File: src/include/flash_ctl_defines.svh
`ifndef FLASH_CTL_DEFINES_SVH
`define FLASH_CTL_DEFINES_SVH

// register indices; byte address is four times the index
`define IDX_CLK_DIV 4'h0
`define IDX_CONFIG 4'h3
`define IDX_PROTECT 4'h4
`define IDX_STATUS 4'h5
`define IDX_COMMAND 4'h6
`define IDX_RESERVED 4'h7

// address bit that selects the flash array window
`define FLASH_SPACE_BIT 12

// status bit positions
`define ST_BUF_EMPTY 7
`define ST_COMPLETE 6
`define ST_PROT_VIOL 5
`define ST_ACC_ERR 4
`define ST_BLANK 2
`define ST_FAIL 1
`define ST_DONE 0

// configuration bit positions
`define CFG_BUF_EMPTY_IE 7
`define CFG_COMPLETE_IE 6

// protection bit positions
`define PR_OPEN_POL 7
`define PR_HIGH_DIS 5
`define PR_LOW_DIS 2

// command code: writable bits and accepted codes
`define CMD_MASK 8'h65
`define CMD_ERASE_VERIFY 8'h05
`define CMD_WORD_PROGRAM 8'h20
`define CMD_SECTOR_ERASE 8'h40
`define CMD_MASS_ERASE 8'h41

// reset values
`define RST_PROTECT 8'hFF
`define RST_CONFIG 8'h00
`define RST_CLK_DIV 7'h00

// bus answers
`define RESP_OKAY 2'h0
`define RESP_SLVERR 2'h2

`endif

File: src/include/flash_ctl_pkg.sv
package flash_ctl_pkg;

	// command write sequence progress
	typedef enum logic [1:0] {
		seq_idle,
		seq_addr,
		seq_cmd
	} seq_e;

	// protection scenario index
	typedef logic [2:0] scenario_t;

endpackage : flash_ctl_pkg

File: src/logic/flash_cmd_status_protect.sv
// Contract
// - protection may only stay the same or become more restrictive
// - refused protection writes leave the register; it reads the active one
// - allowed moves: 0->0123, 1->13, 2->23, 3->3, 4->34, 5->2345
// - normal modes: empty, violation, error writable; complete, blank read-only
// - special modes: fail writable, done read-only; software clears fail first
// - empty flag bit 7 reads one when buffers free; write one clears
// - writing zero to empty flag mid-sequence aborts and sets access error
// - writing zero to empty flag outside a sequence sets no error
// - interrupt while empty flag and its enable are both set
// - complete flag bit 6 clears with empty flag, sets when all done
// - complete flag stays clear when a buffered command follows directly
// - interrupt while complete flag and its enable are both set
// - violation flag bit 5 sets on protected program or erase; one clears
// - no launch while violation flag is set
// - access error bit 4: sequence fault, bad code, stop while busy
// - no launch while access error set; writing zero has no effect
// - blank bit 2 sets on erased verify; cleared by a valid launch
// - special modes: fail bit 1 sets on failed verify; blocks launches
// - special modes: done bit 0 reads zero while an operation runs
// - command register keeps only bits 6, 5, 2 and 0
// - accepted codes: 05 verify, 20 program, 40 sector, 41 mass erase
// - any other code sets access error and runs nothing
// - no launch and access error if divider never written
`timescale 1ns/1ps
`include "flash_ctl_defines.svh"

module flash_cmd_status_protect (
	input wire logic clk_sys, // 50 MHz bus clock
	input wire logic rst_n, // async reset, active low
	input wire logic [12:0] s_axi_awaddr, // write address
	input wire logic s_axi_awvalid, // write address valid
	output logic s_axi_awready, // write address ready
	input wire logic [31:0] s_axi_wdata, // write data
	input wire logic [3:0] s_axi_wstrb, // byte enables
	input wire logic s_axi_wvalid, // write data valid
	output logic s_axi_wready, // write data ready
	output logic [1:0] s_axi_bresp, // write response
	output logic s_axi_bvalid, // write response valid
	input wire logic s_axi_bready, // write response ready
	input wire logic [12:0] s_axi_araddr, // read address
	input wire logic s_axi_arvalid, // read address valid
	output logic s_axi_arready, // read address ready
	output logic [31:0] s_axi_rdata, // read data
	output logic [1:0] s_axi_rresp, // read response
	output logic s_axi_rvalid, // read data valid
	input wire logic s_axi_rready, // read data ready
	input wire logic special_mode, // high in special modes
	input wire logic stop_req, // processor stop instruction pulse
	input wire logic prot_hit, // seq_addr_out lies in protected range
	input wire logic op_done, // engine finished active operation
	input wire logic verify_blank, // with op_done: array is erased
	output logic op_start, // pulse: operation handed to engine
	output logic [7:0] op_code, // code of active operation
	output logic [12:0] op_addr, // address of active operation
	output logic [31:0] op_data, // data of active operation
	output logic op_active, // engine owns an operation
	output logic [12:0] seq_addr_out, // address captured by sequence
	output logic [7:0] protection_config, // active protection byte
	output logic irq // interrupt request
);

	logic rst_m_n;
	logic rst_s_n;
	// release reset through two flops so all logic leaves reset together
	always_ff @(posedge clk_sys or negedge rst_n) begin
		if (!rst_n) begin
			rst_m_n <= 1'b0;
			rst_s_n <= 1'b0;
		end else begin
			rst_m_n <= 1'b1;
			rst_s_n <= rst_m_n;
		end
	end

	logic aw_held;
	logic w_held;
	logic [12:0] aw_addr;
	logic [31:0] w_data;
	logic [3:0] w_strb;
	logic wr_fire;
	assign s_axi_awready = !aw_held;
	assign s_axi_wready = !w_held;
	assign wr_fire = aw_held && w_held && !s_axi_bvalid;

	// address and data are taken independently, in either order
	always_ff @(posedge clk_sys or negedge rst_s_n) begin
		if (!rst_s_n) begin
			aw_held <= 1'b0;
			w_held <= 1'b0;
			aw_addr <= 13'h0000;
			w_data <= 32'h0000_0000;
			w_strb <= 4'h0;
		end else begin
			if (s_axi_awvalid && !aw_held) begin
				aw_held <= 1'b1;
				aw_addr <= s_axi_awaddr;
			end else if (wr_fire) begin
				aw_held <= 1'b0;
			end
			if (s_axi_wvalid && !w_held) begin
				w_held <= 1'b1;
				w_data <= s_axi_wdata;
				w_strb <= s_axi_wstrb;
			end else if (wr_fire) begin
				w_held <= 1'b0;
			end
		end
	end

	logic [3:0] wr_idx;
	logic wr_reg;
	logic wr_lane0;
	logic flash_wr;
	logic wr_mapped;
	assign wr_idx = aw_addr[5:2];
	assign wr_reg = wr_fire && !aw_addr[`FLASH_SPACE_BIT]
		&& (aw_addr[11:6] == 6'h00);
	assign wr_lane0 = wr_reg && w_strb[0];
	// only an aligned full word counts as a flash array write
	assign flash_wr = wr_fire && aw_addr[`FLASH_SPACE_BIT]
		&& (aw_addr[1:0] == 2'h0) && (w_strb == 4'hF);
	assign wr_mapped = aw_addr[`FLASH_SPACE_BIT] || (wr_reg
		&& (wr_idx == `IDX_CLK_DIV || wr_idx == `IDX_CONFIG
		|| wr_idx == `IDX_PROTECT || wr_idx == `IDX_STATUS
		|| wr_idx == `IDX_COMMAND || wr_idx == `IDX_RESERVED));

	// write response; unmapped addresses answer slave error
	always_ff @(posedge clk_sys or negedge rst_s_n) begin
		if (!rst_s_n) begin
			s_axi_bvalid <= 1'b0;
			s_axi_bresp <= `RESP_OKAY;
		end else if (wr_fire) begin
			s_axi_bvalid <= 1'b1;
			s_axi_bresp <= wr_mapped ? `RESP_OKAY : `RESP_SLVERR;
		end else if (s_axi_bready) begin
			s_axi_bvalid <= 1'b0;
		end
	end

	logic st_wr;
	logic cmd_wr;
	logic other_wr;
	logic [7:0] wb;
	assign wb = w_data[7:0];
	assign st_wr = wr_lane0 && wr_idx == `IDX_STATUS;
	assign cmd_wr = wr_lane0 && wr_idx == `IDX_COMMAND;
	assign other_wr = wr_lane0 && !st_wr && !cmd_wr;

	// status flags
	logic buf_empty_flag;
	logic command_complete_flag;
	logic protect_violation_flag;
	logic access_error_flag;
	logic blank_flag;
	logic fail_flag;
	logic [7:0] flash_config_reg;
	logic [6:0] flash_clock_divider;
	logic div_loaded;
	logic [7:0] command_code_reg;
	flash_ctl_pkg::seq_e seq_state;
	logic [31:0] seq_data;

	// clock divider store; only the fact it was written matters here
	always_ff @(posedge clk_sys or negedge rst_s_n) begin
		if (!rst_s_n) begin
			flash_clock_divider <= `RST_CLK_DIV;
			div_loaded <= 1'b0;
		end else if (wr_lane0 && wr_idx == `IDX_CLK_DIV) begin
			flash_clock_divider <= wb[6:0];
			div_loaded <= 1'b1;
		end
	end

	// interrupt enables
	always_ff @(posedge clk_sys or negedge rst_s_n) begin
		if (!rst_s_n) begin
			flash_config_reg <= `RST_CONFIG;
		end else if (wr_lane0 && wr_idx == `IDX_CONFIG) begin
			flash_config_reg <= wb & 8'hC0;
		end
	end

	// scenario index: polarity inverted into the top bit
	function automatic flash_ctl_pkg::scenario_t scen(
		input logic [7:0] p);
		scen = {!p[`PR_OPEN_POL], !p[`PR_HIGH_DIS], !p[`PR_LOW_DIS]};
	endfunction : scen

	// allowed moves; 6 and 7 may only be kept as they are
	function automatic logic move_ok(input flash_ctl_pkg::scenario_t f,
		input flash_ctl_pkg::scenario_t t);
		case (f)
			3'd0: move_ok = (t <= 3'd3);
			3'd1: move_ok = (t == 3'd1) || (t == 3'd3);
			3'd2: move_ok = (t == 3'd2) || (t == 3'd3);
			3'd3: move_ok = (t == 3'd3);
			3'd4: move_ok = (t == 3'd3) || (t == 3'd4);
			3'd5: move_ok = (t >= 3'd2) && (t <= 3'd5);
			default: move_ok = (t == f);
		endcase
	endfunction : move_ok

	// a write that would remove protection is dropped silently
	always_ff @(posedge clk_sys or negedge rst_s_n) begin
		if (!rst_s_n) begin
			protection_config <= `RST_PROTECT;
		end else if (wr_lane0 && wr_idx == `IDX_PROTECT
			&& move_ok(scen(protection_config), scen(wb))) begin
			protection_config <= wb;
		end
	end

	logic cmd_legal;
	logic prog_or_erase;
	logic blocked;
	logic launch_try;
	logic launch;
	logic seq_fault;
	logic code_fault;
	logic viol_hit;
	logic transfer;
	assign cmd_legal = (command_code_reg == `CMD_ERASE_VERIFY)
		|| (command_code_reg == `CMD_WORD_PROGRAM)
		|| (command_code_reg == `CMD_SECTOR_ERASE)
		|| (command_code_reg == `CMD_MASS_ERASE);
	assign prog_or_erase = (command_code_reg != `CMD_ERASE_VERIFY);
	assign blocked = protect_violation_flag || access_error_flag
		|| (special_mode && fail_flag);
	assign launch_try = seq_state == flash_ctl_pkg::seq_cmd && st_wr
		&& wb[`ST_BUF_EMPTY] && buf_empty_flag;
	// bad code or missing divider is an error, not an operation
	assign code_fault = launch_try && (!cmd_legal || !div_loaded);
	assign viol_hit = launch_try && !code_fault && !blocked
		&& cmd_legal && prog_or_erase && prot_hit;
	assign launch = launch_try && !code_fault && !blocked && !viol_hit;

	// any write other than the next expected step breaks the sequence
	always_comb begin
		seq_fault = 1'b0;
		case (seq_state)
			flash_ctl_pkg::seq_idle: begin
				seq_fault = cmd_wr
					|| (st_wr && wb[`ST_BUF_EMPTY] && buf_empty_flag);
			end
			flash_ctl_pkg::seq_addr: begin
				seq_fault = flash_wr || other_wr || st_wr;
			end
			flash_ctl_pkg::seq_cmd: begin
				seq_fault = flash_wr || other_wr || cmd_wr
					|| (st_wr && !wb[`ST_BUF_EMPTY])
					|| (st_wr && !buf_empty_flag);
			end
			default: seq_fault = 1'b0;
		endcase
	end

	// sequence tracker; ends on launch, refusal or fault
	always_ff @(posedge clk_sys or negedge rst_s_n) begin
		if (!rst_s_n) begin
			seq_state <= flash_ctl_pkg::seq_idle;
		end else begin
			case (seq_state)
				flash_ctl_pkg::seq_idle: begin
					if (flash_wr) begin
						seq_state <= flash_ctl_pkg::seq_addr;
					end
				end
				flash_ctl_pkg::seq_addr: begin
					if (seq_fault) begin
						seq_state <= flash_ctl_pkg::seq_idle;
					end else if (cmd_wr) begin
						seq_state <= flash_ctl_pkg::seq_cmd;
					end
				end
				flash_ctl_pkg::seq_cmd: begin
					if (seq_fault || st_wr) begin
						seq_state <= flash_ctl_pkg::seq_idle;
					end
				end
				default: seq_state <= flash_ctl_pkg::seq_idle;
			endcase
		end
	end

	// address, data and command buffer stage
	always_ff @(posedge clk_sys or negedge rst_s_n) begin
		if (!rst_s_n) begin
			seq_addr_out <= 13'h0000;
			seq_data <= 32'h0000_0000;
			command_code_reg <= 8'h00;
		end else begin
			if (flash_wr && seq_state == flash_ctl_pkg::seq_idle) begin
				seq_addr_out <= aw_addr;
				seq_data <= w_data;
			end
			if (cmd_wr && seq_state == flash_ctl_pkg::seq_addr) begin
				command_code_reg <= wb & `CMD_MASK;
			end
		end
	end

	// buffered command moves on when the engine is free or finishing
	assign transfer = !buf_empty_flag && (!op_active || op_done);

	// active stage toward the engine
	always_ff @(posedge clk_sys or negedge rst_s_n) begin
		if (!rst_s_n) begin
			op_active <= 1'b0;
			op_start <= 1'b0;
			op_code <= 8'h00;
			op_addr <= 13'h0000;
			op_data <= 32'h0000_0000;
		end else begin
			op_start <= transfer;
			if (transfer) begin
				op_active <= 1'b1;
				op_code <= command_code_reg;
				op_addr <= seq_addr_out;
				op_data <= seq_data;
			end else if (op_done) begin
				op_active <= 1'b0;
			end
		end
	end

	// empty flag: cleared by a valid launch, set when buffer drains
	always_ff @(posedge clk_sys or negedge rst_s_n) begin
		if (!rst_s_n) begin
			buf_empty_flag <= 1'b1;
		end else if (launch) begin
			buf_empty_flag <= 1'b0;
		end else if (transfer) begin
			buf_empty_flag <= 1'b1;
		end
	end

	// complete flag: no set while a buffered command takes over
	always_ff @(posedge clk_sys or negedge rst_s_n) begin
		if (!rst_s_n) begin
			command_complete_flag <= 1'b1;
		end else if (launch) begin
			command_complete_flag <= 1'b0;
		end else if (op_done && op_active && buf_empty_flag) begin
			command_complete_flag <= 1'b1;
		end
	end

	// violation flag; a new hit wins over a clear in the same cycle
	always_ff @(posedge clk_sys or negedge rst_s_n) begin
		if (!rst_s_n) begin
			protect_violation_flag <= 1'b0;
		end else if (viol_hit) begin
			protect_violation_flag <= 1'b1;
		end else if (st_wr && wb[`ST_PROT_VIOL]) begin
			protect_violation_flag <= 1'b0;
		end
	end

	// access error: zero writes have no effect; set beats clear
	always_ff @(posedge clk_sys or negedge rst_s_n) begin
		if (!rst_s_n) begin
			access_error_flag <= 1'b0;
		end else if (seq_fault || code_fault
			|| (stop_req && !command_complete_flag)) begin
			access_error_flag <= 1'b1;
		end else if (st_wr && wb[`ST_ACC_ERR]) begin
			access_error_flag <= 1'b0;
		end
	end

	logic verify_end;
	assign verify_end = op_done && op_active
		&& op_code == `CMD_ERASE_VERIFY;

	// blank flag is read-only; a fresh valid launch clears it
	always_ff @(posedge clk_sys or negedge rst_s_n) begin
		if (!rst_s_n) begin
			blank_flag <= 1'b0;
		end else if (verify_end && verify_blank) begin
			blank_flag <= 1'b1;
		end else if (launch) begin
			blank_flag <= 1'b0;
		end
	end

	// fail flag only acts in special modes
	always_ff @(posedge clk_sys or negedge rst_s_n) begin
		if (!rst_s_n) begin
			fail_flag <= 1'b0;
		end else if (special_mode && verify_end && !verify_blank) begin
			fail_flag <= 1'b1;
		end else if (special_mode && st_wr && wb[`ST_FAIL]) begin
			fail_flag <= 1'b0;
		end
	end

	logic [7:0] status_view;
	// normal modes hide fail and done; reserved bit 3 reads zero
	always_comb begin
		status_view = 8'h00;
		status_view[`ST_BUF_EMPTY] = buf_empty_flag;
		status_view[`ST_COMPLETE] = command_complete_flag;
		status_view[`ST_PROT_VIOL] = protect_violation_flag;
		status_view[`ST_ACC_ERR] = access_error_flag;
		status_view[`ST_BLANK] = blank_flag;
		if (special_mode) begin
			status_view[`ST_FAIL] = fail_flag;
			status_view[`ST_DONE] = !op_active;
		end
	end

	assign irq = (buf_empty_flag && flash_config_reg[`CFG_BUF_EMPTY_IE])
		|| (command_complete_flag
		&& flash_config_reg[`CFG_COMPLETE_IE]);

	logic [3:0] rd_idx;
	logic rd_ok;
	logic [7:0] rd_byte;
	assign rd_idx = s_axi_araddr[5:2];
	// read mux; flash window reads zero since the array lives elsewhere
	always_comb begin
		rd_ok = 1'b1;
		rd_byte = 8'h00;
		if (s_axi_araddr[`FLASH_SPACE_BIT]) begin
			rd_byte = 8'h00;
		end else if (s_axi_araddr[11:6] != 6'h00) begin
			rd_ok = 1'b0;
		end else begin
			case (rd_idx)
				`IDX_CLK_DIV: rd_byte = {div_loaded, flash_clock_divider};
				`IDX_CONFIG: rd_byte = flash_config_reg;
				`IDX_PROTECT: rd_byte = protection_config;
				`IDX_STATUS: rd_byte = status_view;
				`IDX_COMMAND: rd_byte = command_code_reg & `CMD_MASK;
				`IDX_RESERVED: rd_byte = 8'h00;
				default: rd_ok = 1'b0;
			endcase
		end
	end

	assign s_axi_arready = !s_axi_rvalid;
	// reads answer one cycle after the address is taken
	always_ff @(posedge clk_sys or negedge rst_s_n) begin
		if (!rst_s_n) begin
			s_axi_rvalid <= 1'b0;
			s_axi_rdata <= 32'h0000_0000;
			s_axi_rresp <= `RESP_OKAY;
		end else if (s_axi_arvalid && !s_axi_rvalid) begin
			s_axi_rvalid <= 1'b1;
			s_axi_rdata <= {24'h000000, rd_byte};
			s_axi_rresp <= rd_ok ? `RESP_OKAY : `RESP_SLVERR;
		end else if (s_axi_rready) begin
			s_axi_rvalid <= 1'b0;
		end
	end

endmodule : flash_cmd_status_protect

File: config.mk
export PLATFORM = sky130hd
export DESIGN_NAME = flash_cmd_status_protect
export DESIGN_NICKNAME = d
export VERILOG_FILES = /design/src/include/flash_ctl_pkg.sv /design/src/logic/flash_cmd_status_protect.sv
export VERILOG_INCLUDE_DIRS = /design/src /design/src/include
export SDC_FILE = /design/constraint.sdc
export NUM_CORES = 1
export LEC_CHECK = 0
export BUFFER_PORTS_ARGS = -buffer_cell sky130_fd_sc_hd__buf_2
export CAP_MARGIN = 30
export CORE_MARGIN = 1.5
export CORE_UTILIZATION = 54
export CTS_BUF_LIST = sky130_fd_sc_hd__clkbuf_8 sky130_fd_sc_hd__clkbuf_16
export DETAILED_ROUTE_END_ITERATION = 16
export GPL_ROUTABILITY_DRIVEN = 0
export PLACE_DENSITY = 0.8
export SYNTH_ARGS = -nofsm -noshare
export SYNTH_HDL_FRONTEND = slang
export SYNTH_SLANG_ARGS = --single-unit
File: constraint.sdc
create_clock -name clk_sys -period 14.6 [get_ports clk_sys]
set_input_delay 0 -clock clk_sys [delete_from_list [all_inputs] [get_ports clk_sys]]
set_output_delay 0 -clock clk_sys [all_outputs]
set_load 0.01 [all_outputs]
==> results of run 1 <==
[power groups by stage]
| stage | Sequential (W) | Clock, W | Combinational (W) |
|---|---|---|---|
| CTS | 0.000754 | 0.000463 | 0.000271 |
| finish | 0.000755 | 0.000455 | 0.000268 |
| global placement | 0.000749 | 0 | 0.000241 |
| global route | 0.000774 | 0.000487 | 0.000295 |
| detailed placement | 0.000763 | 0 | 0.000256 |
| floorplan | 0.000729 | 0 | 0.000208 |
[worst register-to-register path: stages (launching register included)]
cell and delay, ns:
dfrtp_1 0.51, inv_1 0.17, ha_1 0.32, nor2_1 0.04, a41oi_1 0.17, o221ai_1 0.17
a41oi_2 0.55, mux2_2 0.41
[path summary, 6_finish.rpt]
kind | start | end | slack, ns | depth (start not counted)
hold / removal | s_axi_araddr[8] | s_axi_rresp[1] | 0.03 | 4
min in group asynchronous | rst_s_n | seq_addr_out[7] | 0.26 | 0
setup / recovery | w_data[5] | protection_config[7] | 12.18 | 7
setup reg to reg | w_data[5] | protection_config[7] | 12.18 | 7
max in group asynchronous | rst_s_n | seq_data[6] | 13.10 | 1
hold reg to reg | rst_s_n | seq_addr_out[7] | 0.26 | 0
[cells by family after synthesis]
logic type	synth area share
flops	0.590
mux	0.229
simple gates	0.0742
buf+inv	0.0506
compound gates	0.0511
xor+xnor	0.00323
other cells	0.000924
fa+ha+maj	0.00154
[routing by layer]
metal	part of all wire	vias up
li1	-	2487
met2	0.49	194
met3	0.062	32
met1	0.43	2724
met5	0	-
met4	0.021	0
[synthesized netlist by cell type, types with 3 or more instances]
master	number
nor4b_1	3
nand2_1	21
nor2_1	14
buf_2	6
nor4_1	6
or4_1	3
nand2b_1	3
nor3_1	7
inv_1	12
nor2b_1	6
o21a_1	3
mux2_2	156
a21oi_1	6
clkbuf_1	13
buf_1	8
a31oi_1	4
nand3b_1	3
dfstp_2	10
mux2i_1	8
buf_4	31
o21ai_0	17
dfrtp_1	181
nand3_1	5
a22o_1	9
[cell type report]
type,instances,area (sq um),share of cell area
multi-input combinational,355,3040,0.299
clock buffer,20,467,0.0458
tap,184,230,0.0226
clock inverter,12,118,0.0115
inverter,12,45.0,0.00442
timing repair buffer,228,1490,0.146
sequential,191,4800,0.471
[per-stage QoR]
step                instances   util  cell area, sq um  total power [W]  setup slack, ns
floorplan                 618      -              8240         0.000937             8.90
global placement          906  0.613              8950         0.000990            12.27
detailed placement        907  0.615              8970          0.00102            12.19
CTS                      1002  0.698             10200          0.00149            12.18
global route             1002  0.698             10200          0.00156            12.03
finish                   1002  0.698             10200          0.00148            12.18
[repair_timing]
item / in CTS / in global routing
endpoints found under the setup margin: 0 / 0
hold buffers: 63 / 0
hold endpoints to repair: 69 / 0
==> impl_metrics.toml, run 1 <==
[status]
outcome = "finished, final reports clean"

[logic_synthesis]
syn_inst = 589
synth_top_area_cell = "dfrtp_1"
yosysTopAreaCellShare = 0.557
ys.flop_type = "dfrtp_1"
synthArstFlopShare = 1.00
synth_cell_types = 65
synth_area_leaders = "dfrtp_1, mux2_2, dfstp_2"
netlist_area_sq_um = 8130
synth_edf_count = 0
yosysSeqAreaShare = 0.590
ys_ff_latch = 191
yosys_warnings = 0
syn_area_per_cell_sq_um = 13.8

[clock_network]
ctsHtreeMaxLevel = 4
numCtsBuffers = 17
cts-root-buf = "clkbuf_16"
post-cts-setup-buffer-count = 0
cts_num_sinks = 191
cts.repair.resized = 0
worstSkewPairLatency_ns = 0.43
cts_tree = "done"
clkSlewWorstSetupHoldPaths_ns = 0.06
cts_buffer_depth = 2

[floorplan]
die_x_um = 126
design.die.area_sq_um = 15800
start_util = 0.557
die_y_um = 126
rows = 44
io_pins = 192
core_sq_um = 14600

[critical_path]
cp_slowest_cell = "a41oi_2"
critical-path-max-stage-delay_ns = 0.55
worstPathArrival_ns = 2.78
crit_buf_inv = 1
cp_cell_sequence = "inv_1 > ha_1 > nor2_1 > a41oi_1 > o221ai_1 > a41oi_2 > mux2_2"
critPathKind = "reg -> reg"
start_kind = "flop"
end_kind = "flop"
critical_path.max_fanout = 8
crit_family = "compound AO/OA/AOI/OAI gates"
required_ns = 14.95

[power]
ir_drop_mv = 0.0994
switching_power_w = 0.000412
p_leak_nw = 5.13
p_sw_frac = 0.279
p_comb_frac = 0.181
p_clk_frac = 0.308
p_int_w = 0.00107
power.density_nw_per_um2 = 145
seqPwrFrac = 0.511

[finish]
diodes = 0
area_growth_syn_to_layout_pct = 25.4
layout_commonest_cell = "dfrtp_1"
nets = 880
fillers = 1016
drive_gt1_frac = 0.461
final_cell_mix = "dfrtp_1, buf_2, mux2_2"
top_regs = "op_data x32, seq_data x32, w_data x32"

[sta]
maxSlewHeadroom = 0.371
hold_viol = 0
fmax_mhz = 413
period_share = 0.166
skew_ns = 0.0108
fin_hold_ws_ns = 0.0330
slew_viol_final = 0
setup_viol_count_final = 0
min_period_ns = 2.42
rsz0062_at_grt = "no"
finalSetupTns_ns = 0
tightestPinTransition_ns = 0.944

[routing]
wl_mm = 17.5
drc = 0
firstDrtPassIters = 4
ant_nets = 0
via_per_inst = 5.43
wl_per_cell_um = 17.4
via_count = 5437
drt_iter0_markers = 302

[global_route]
grt_max_degree = 81
grtUsageTotal = 0.232
grt_pass1_wl_mm = 28.9
grt_pass1_vias = 5743
grt_overflow = 0
antenna_found_initial = 0
use_met3 = 0.0578
busiest_layer = "met2"
grt_use_met1 = 0.295
grt_use_met2 = 0.385

[job]
drv_cap = 0

[min_path]
worstHoldPathType = "in -> reg"

[placed_design]
hpwl_mm = 11.6
numPortBuffers = 159
Note: power is estimated with default switching activity, not from simulation.
==> run 2: changes to the inputs <==
clock period = 2.3 ns   (was 14.6 ns; I/O delays follow)
==> impl_metrics.toml, run 2 (synthesis gave the netlist of run 1 again) <==
[critical_path]
cp_cell_sequence = "inv_1 > ha_1 > nor2_1 > a41oi_1 > o221ai_1 > a41oi_2 > buf_4 > mux2_2"
r2r-end = "protection_config[7]"
critical-path-max-stage-delay_ns = 0.45
r2r_cells = 8
crit_start = "w_data[5]"
worstPathArrival_ns = 2.44
end_kind = "flop"
cp.depth = 8
r2r_slack_ns = 0.21
cp_slowest_cell = "dfrtp_1"
critPathKind = "reg -> reg"
crit_buf_inv = 2
r2r_start = "w_data[5]"
required_ns = 2.65
critical_path.max_fanout = 8
cp-endpoint = "protection_config[7]"
start_kind = "flop"
crit_family = "compound AO/OA/AOI/OAI gates"

[sta]
rsz0062_at_grt = "no"
hold_viol = 0
fin_hold_ws_ns = 0.0208
tightestPinTransition_ns = 0.508
finalSetupTns_ns = 0
slew_viol_final = 0
min_period_ns = 2.09
skew_ns = 0.0110
period_share = 0.910
maxSlewHeadroom = 0.658
fmax_mhz = 478
setup_viol_count_final = 0

[finish]
drive_gt1_frac = 0.472
top_regs = "op_data x32, seq_data x32, w_data x32"
fillers = 988
nets = 887
diodes = 0
final_cell_mix = "dfrtp_1, buf_2, mux2_2"
area_growth_syn_to_layout_pct = 26.7
layout_commonest_cell = "dfrtp_1"

[floorplan]
die_x_um = 126
rows = 44
design.die.area_sq_um = 15800
start_util = 0.557
die_y_um = 126
io_pins = 192
core_sq_um = 14600

[routing]
firstDrtPassIters = 6
via_per_inst = 5.42
drt_iter0_markers = 252
via_count = 5473
ant_nets = 0
wl_mm = 18.0
wl_per_cell_um = 17.9
drc = 0

[status]
outcome = "finished, final reports clean"

[power]
ir_drop_mv = 0.692
power.density_nw_per_um2 = 929
p_leak_nw = 5.15

[clock_network]
cts.repair.resized = 0
cts_num_sinks = 191
post-cts-setup-buffer-count = 0
numCtsBuffers = 17
cts_buffer_depth = 2
clkSlewWorstSetupHoldPaths_ns = 0.07
ctsHtreeMaxLevel = 4
cts-root-buf = "clkbuf_16"
cts_tree = "done"
worstSkewPairLatency_ns = 0.42

[min_path]
worstHoldPathType = "in -> reg"
holdPathStages = 4

[global_route]
grt_overflow = 0
grt_pass1_vias = 5699
grt_pass1_wl_mm = 29.8
antenna_found_initial = 0
grtUsageTotal = 0.239
grt_max_degree = 70

[job]
drv_cap = 0

[placed_design]
hpwl_mm = 11.5
numPortBuffers = 159
[run 2: what timing repair did]
item                                   in CTS  in global routing
hold buffers                               61                  0
endpoints found under the hold margin      66                  0
setup endpoints to repair                   0                  0
[run 2: worst min-delay path: stages]
cell and delay (ns):
buf_2 0.07, nor4_1 0.03, o211ai_1 0.16, o31ai_1 0.12
[run 2: worst min-delay path by stage]
stage / startpoint / end / slack (ns)
finish: s_axi_araddr[10] / s_axi_rdata[0] / 0.02
global route: s_axi_araddr[8] / s_axi_rdata[0] / 0.06
CTS: s_axi_araddr[10] / s_axi_rdata[0] / 0.02
detailed placement: rst_n / rst_m_n / -0.21
global placement: rst_n / rst_m_n / -0.21
floorplan: rst_n / rst_m_n / -0.30
[run 2: layer usage]
layer,vias up,share of wire,GRT usage
li1,2496,-,-
met1,2733,0.42,0.304
met2,215,0.50,0.407
met3,29,0.062,0.0540
met4,0,0.020,0.0842
met5,-,0,0
[run 2: report_power, final]
part	total, W	internal [W]	switching (W)
Sequential	0.00474	0.00412	0.000623
Combinational	0.00183	0.00103	0.000806
Clock	0.00299	0.00168	0.00131
[run 2: final cells by class]
cell class,instances,area (sq um),share of cell area
flip-flops and latches,191,4800,0.466
multi-input cells,355,3040,0.295
repair buffers,235,1580,0.154
clock buffers,19,453,0.0440
well taps,184,230,0.0224
clock inverters,13,150,0.0146
inverters,12,45.0,0.00437
[run 2: through the flow]
step,utilization,worst slack (ns),instance area (sq um),cells,power [W]
after global routing,0.706,0.0782,10300,1009,0.0100
after global placement,0.623,0.262,9080,916,0.00637
final,0.706,0.207,10300,1009,0.00956
after floorplan,-,0.349,8240,618,0.00595
after detailed placement,0.623,0.201,9080,916,0.00653
after CTS,0.706,0.192,10300,1009,0.00962
==> run 3: changes to the inputs <==
CELL_PAD_IN_SITES_DETAIL_PLACEMENT = 1   (was not set)
CELL_PAD_IN_SITES_GLOBAL_PLACEMENT = 1   (was not set)
CORE_UTILIZATION = 43   (was 54)
PLACE_DENSITY = not set   (was 0.8)
PLACE_DENSITY_LB_ADDON = 0.1   (was not set)
==> impl_metrics.toml, run 3 (synthesis gave the netlist of run 1 again) <==
[floorplan]
core_sq_um = 18600
die_y_um = 140
start_util = 0.436
rows = 50
io_pins = 192
design.die.area_sq_um = 19700
die_x_um = 140

[power]
p_comb_frac = 0.189
power.density_nw_per_um2 = 928
switching_power_w = 0.00285
p_int_w = 0.00679
ir_drop_mv = 0.586
power.total_w = 0.00963
p_leak_nw = 5.15
seqPwrFrac = 0.494
p_sw_frac = 0.295
p_clk_frac = 0.317

[placed_design]
place_inst = 961
numPortBuffers = 159
hpwl_mm = 12.6
place_area_sq_um = 9110

[clock_network]
post-cts-setup-buffer-count = 0
numCtsBuffers = 17
worstSkewPairLatency_ns = 0.43
ctsHtreeMaxLevel = 4
cts_buffer_depth = 2
cts_num_sinks = 191
cts-root-buf = "clkbuf_16"
cts_tree = "done"
clkSlewWorstSetupHoldPaths_ns = 0.07

[finish]
top_regs = "op_data x32, seq_data x32, w_data x32"
diodes = 0
final_cell_mix = "dfrtp_1, buf_2, mux2_2"
layout_commonest_cell = "dfrtp_1"
drive_gt1_frac = 0.469
final_cell_count_no_fill = 1057
fillers = 1904
area_growth_syn_to_layout_pct = 27.7
fin_area_sq_um = 10400
nets = 885

[critical_path]
end_kind = "flop"
critical_path.max_fanout = 4
r2r-end = "access_error_flag"
worstPathArrival_ns = 2.40
r2r_cells = 6
start_kind = "flop"
r2r_slack_ns = 0.22
critPathKind = "reg -> reg"
required_ns = 2.62
r2r_start = "aw_addr[7]"

[routing]
drt_iter0_markers = 172
via_count = 5406
via_per_inst = 5.11
wl_mm = 19.0
ant_nets = 0
drc = 0
wl_per_cell_um = 18.0
firstDrtPassIters = 4

[global_route]
grt_pass1_vias = 6047
grt_max_degree = 110
grtUsageTotal = 0.202
grt_overflow = 0
antenna_found_initial = 0
grt_pass1_wl_mm = 31.3

[status]
outcome = "finished, final reports clean"

[sta]
slew_viol_final = 0
setup_viol_count_final = 0
hold_viol = 0
skew_ns = 0.0105
tightestPinTransition_ns = 0.604
period_share = 0.906
rsz0062_at_grt = "no"
fmax_mhz = 480
min_period_ns = 2.08
maxSlewHeadroom = 0.597
finalSetupTns_ns = 0

[job]
drv_cap = 0

[min_path]
worstHoldStart = "s_axi_araddr[8]"
holdPathStages = 4
hold_end = "s_axi_rresp[1]"
worstHoldPathType = "in -> reg"
==> run 3: power groups by stage <==
| stage | clock network [W] | registers (W) | logic, W |
|---|---|---|---|
| 2_1_floorplan | 0 | 0.00462 | 0.00132 |
| 4_1_cts | 0.00314 | 0.00476 | 0.00184 |
| 5_1_grt | 0.00325 | 0.00488 | 0.00202 |
| 3_3_place_gp | 0 | 0.00473 | 0.00166 |
| 6_report | 0.00305 | 0.00476 | 0.00182 |
| 3_5_place_dp | 0 | 0.00482 | 0.00174 |
==> run 3: repair_timing <==
item | CTS | global route
endpoints found under the setup margin | 1 | 7
cloned | 0 | 0
hold buffers | 64 | 0
resized for setup | 1 | 2
hold endpoints to repair | 67 | 0
==> run 3: worst max-delay path, stage by stage (launching register included) <==
cell      delay, ns
dfrtp_1        0.42
nor4_2         0.35
buf_4          0.18
nand3_1        0.14
or4_1          0.55
a32o_1         0.28
o311ai_1       0.08
==> run 3: routing by layer <==
| layer | vias up | share of wire | global-route usage |
|---|---|---|---|
| li1 | 2483 | - | - |
| met1 | 2777 | 0.42 | 0.238 |
| met2 | 131 | 0.53 | 0.371 |
| met3 | 15 | 0.044 | 0.0475 |
| met4 | 0 | 0.010 | 0.0510 |
| met5 | - | 0 | 0 |
==> run 3: worst max-delay path by stage <==
stage | startpoint | endpoint | slack (ns) | depth (start not counted)
floorplan | rst_s_n | access_error_flag | 0.35 | 0
global placement | aw_addr[7] | blank_flag | 0.1 | 6
detailed placement | aw_addr[7] | blank_flag | -0.02 | 6
CTS | aw_addr[7] | command_code_reg[6] | 0.05 | 6
global route | aw_addr[7] | access_error_flag | 0.05 | 6
finish | aw_addr[7] | access_error_flag | 0.22 | 6
==> run 3: cell type report <==
class,count,area (sq um),area share
clock buffers,17,425,0.0410
clock inverters,15,188,0.0181
inverters,12,45.0,0.00434
multi-input cells,355,3060,0.295
flip-flops and latches,191,4800,0.462
well taps,234,293,0.0282
repair buffers,233,1570,0.152
==> run 3: through the flow <==
step	worst slack, ns	hold slack [ns]	utilization
2_1_floorplan	0.349	-0.296	-
3_3_place_gp	0.0952	-0.208	0.489
3_5_place_dp	-0.0159	-0.205	0.489
4_1_cts	0.0490	0.0261	0.556
5_1_grt	0.0525	0.0334	0.557
6_report	0.217	0.0462	0.557
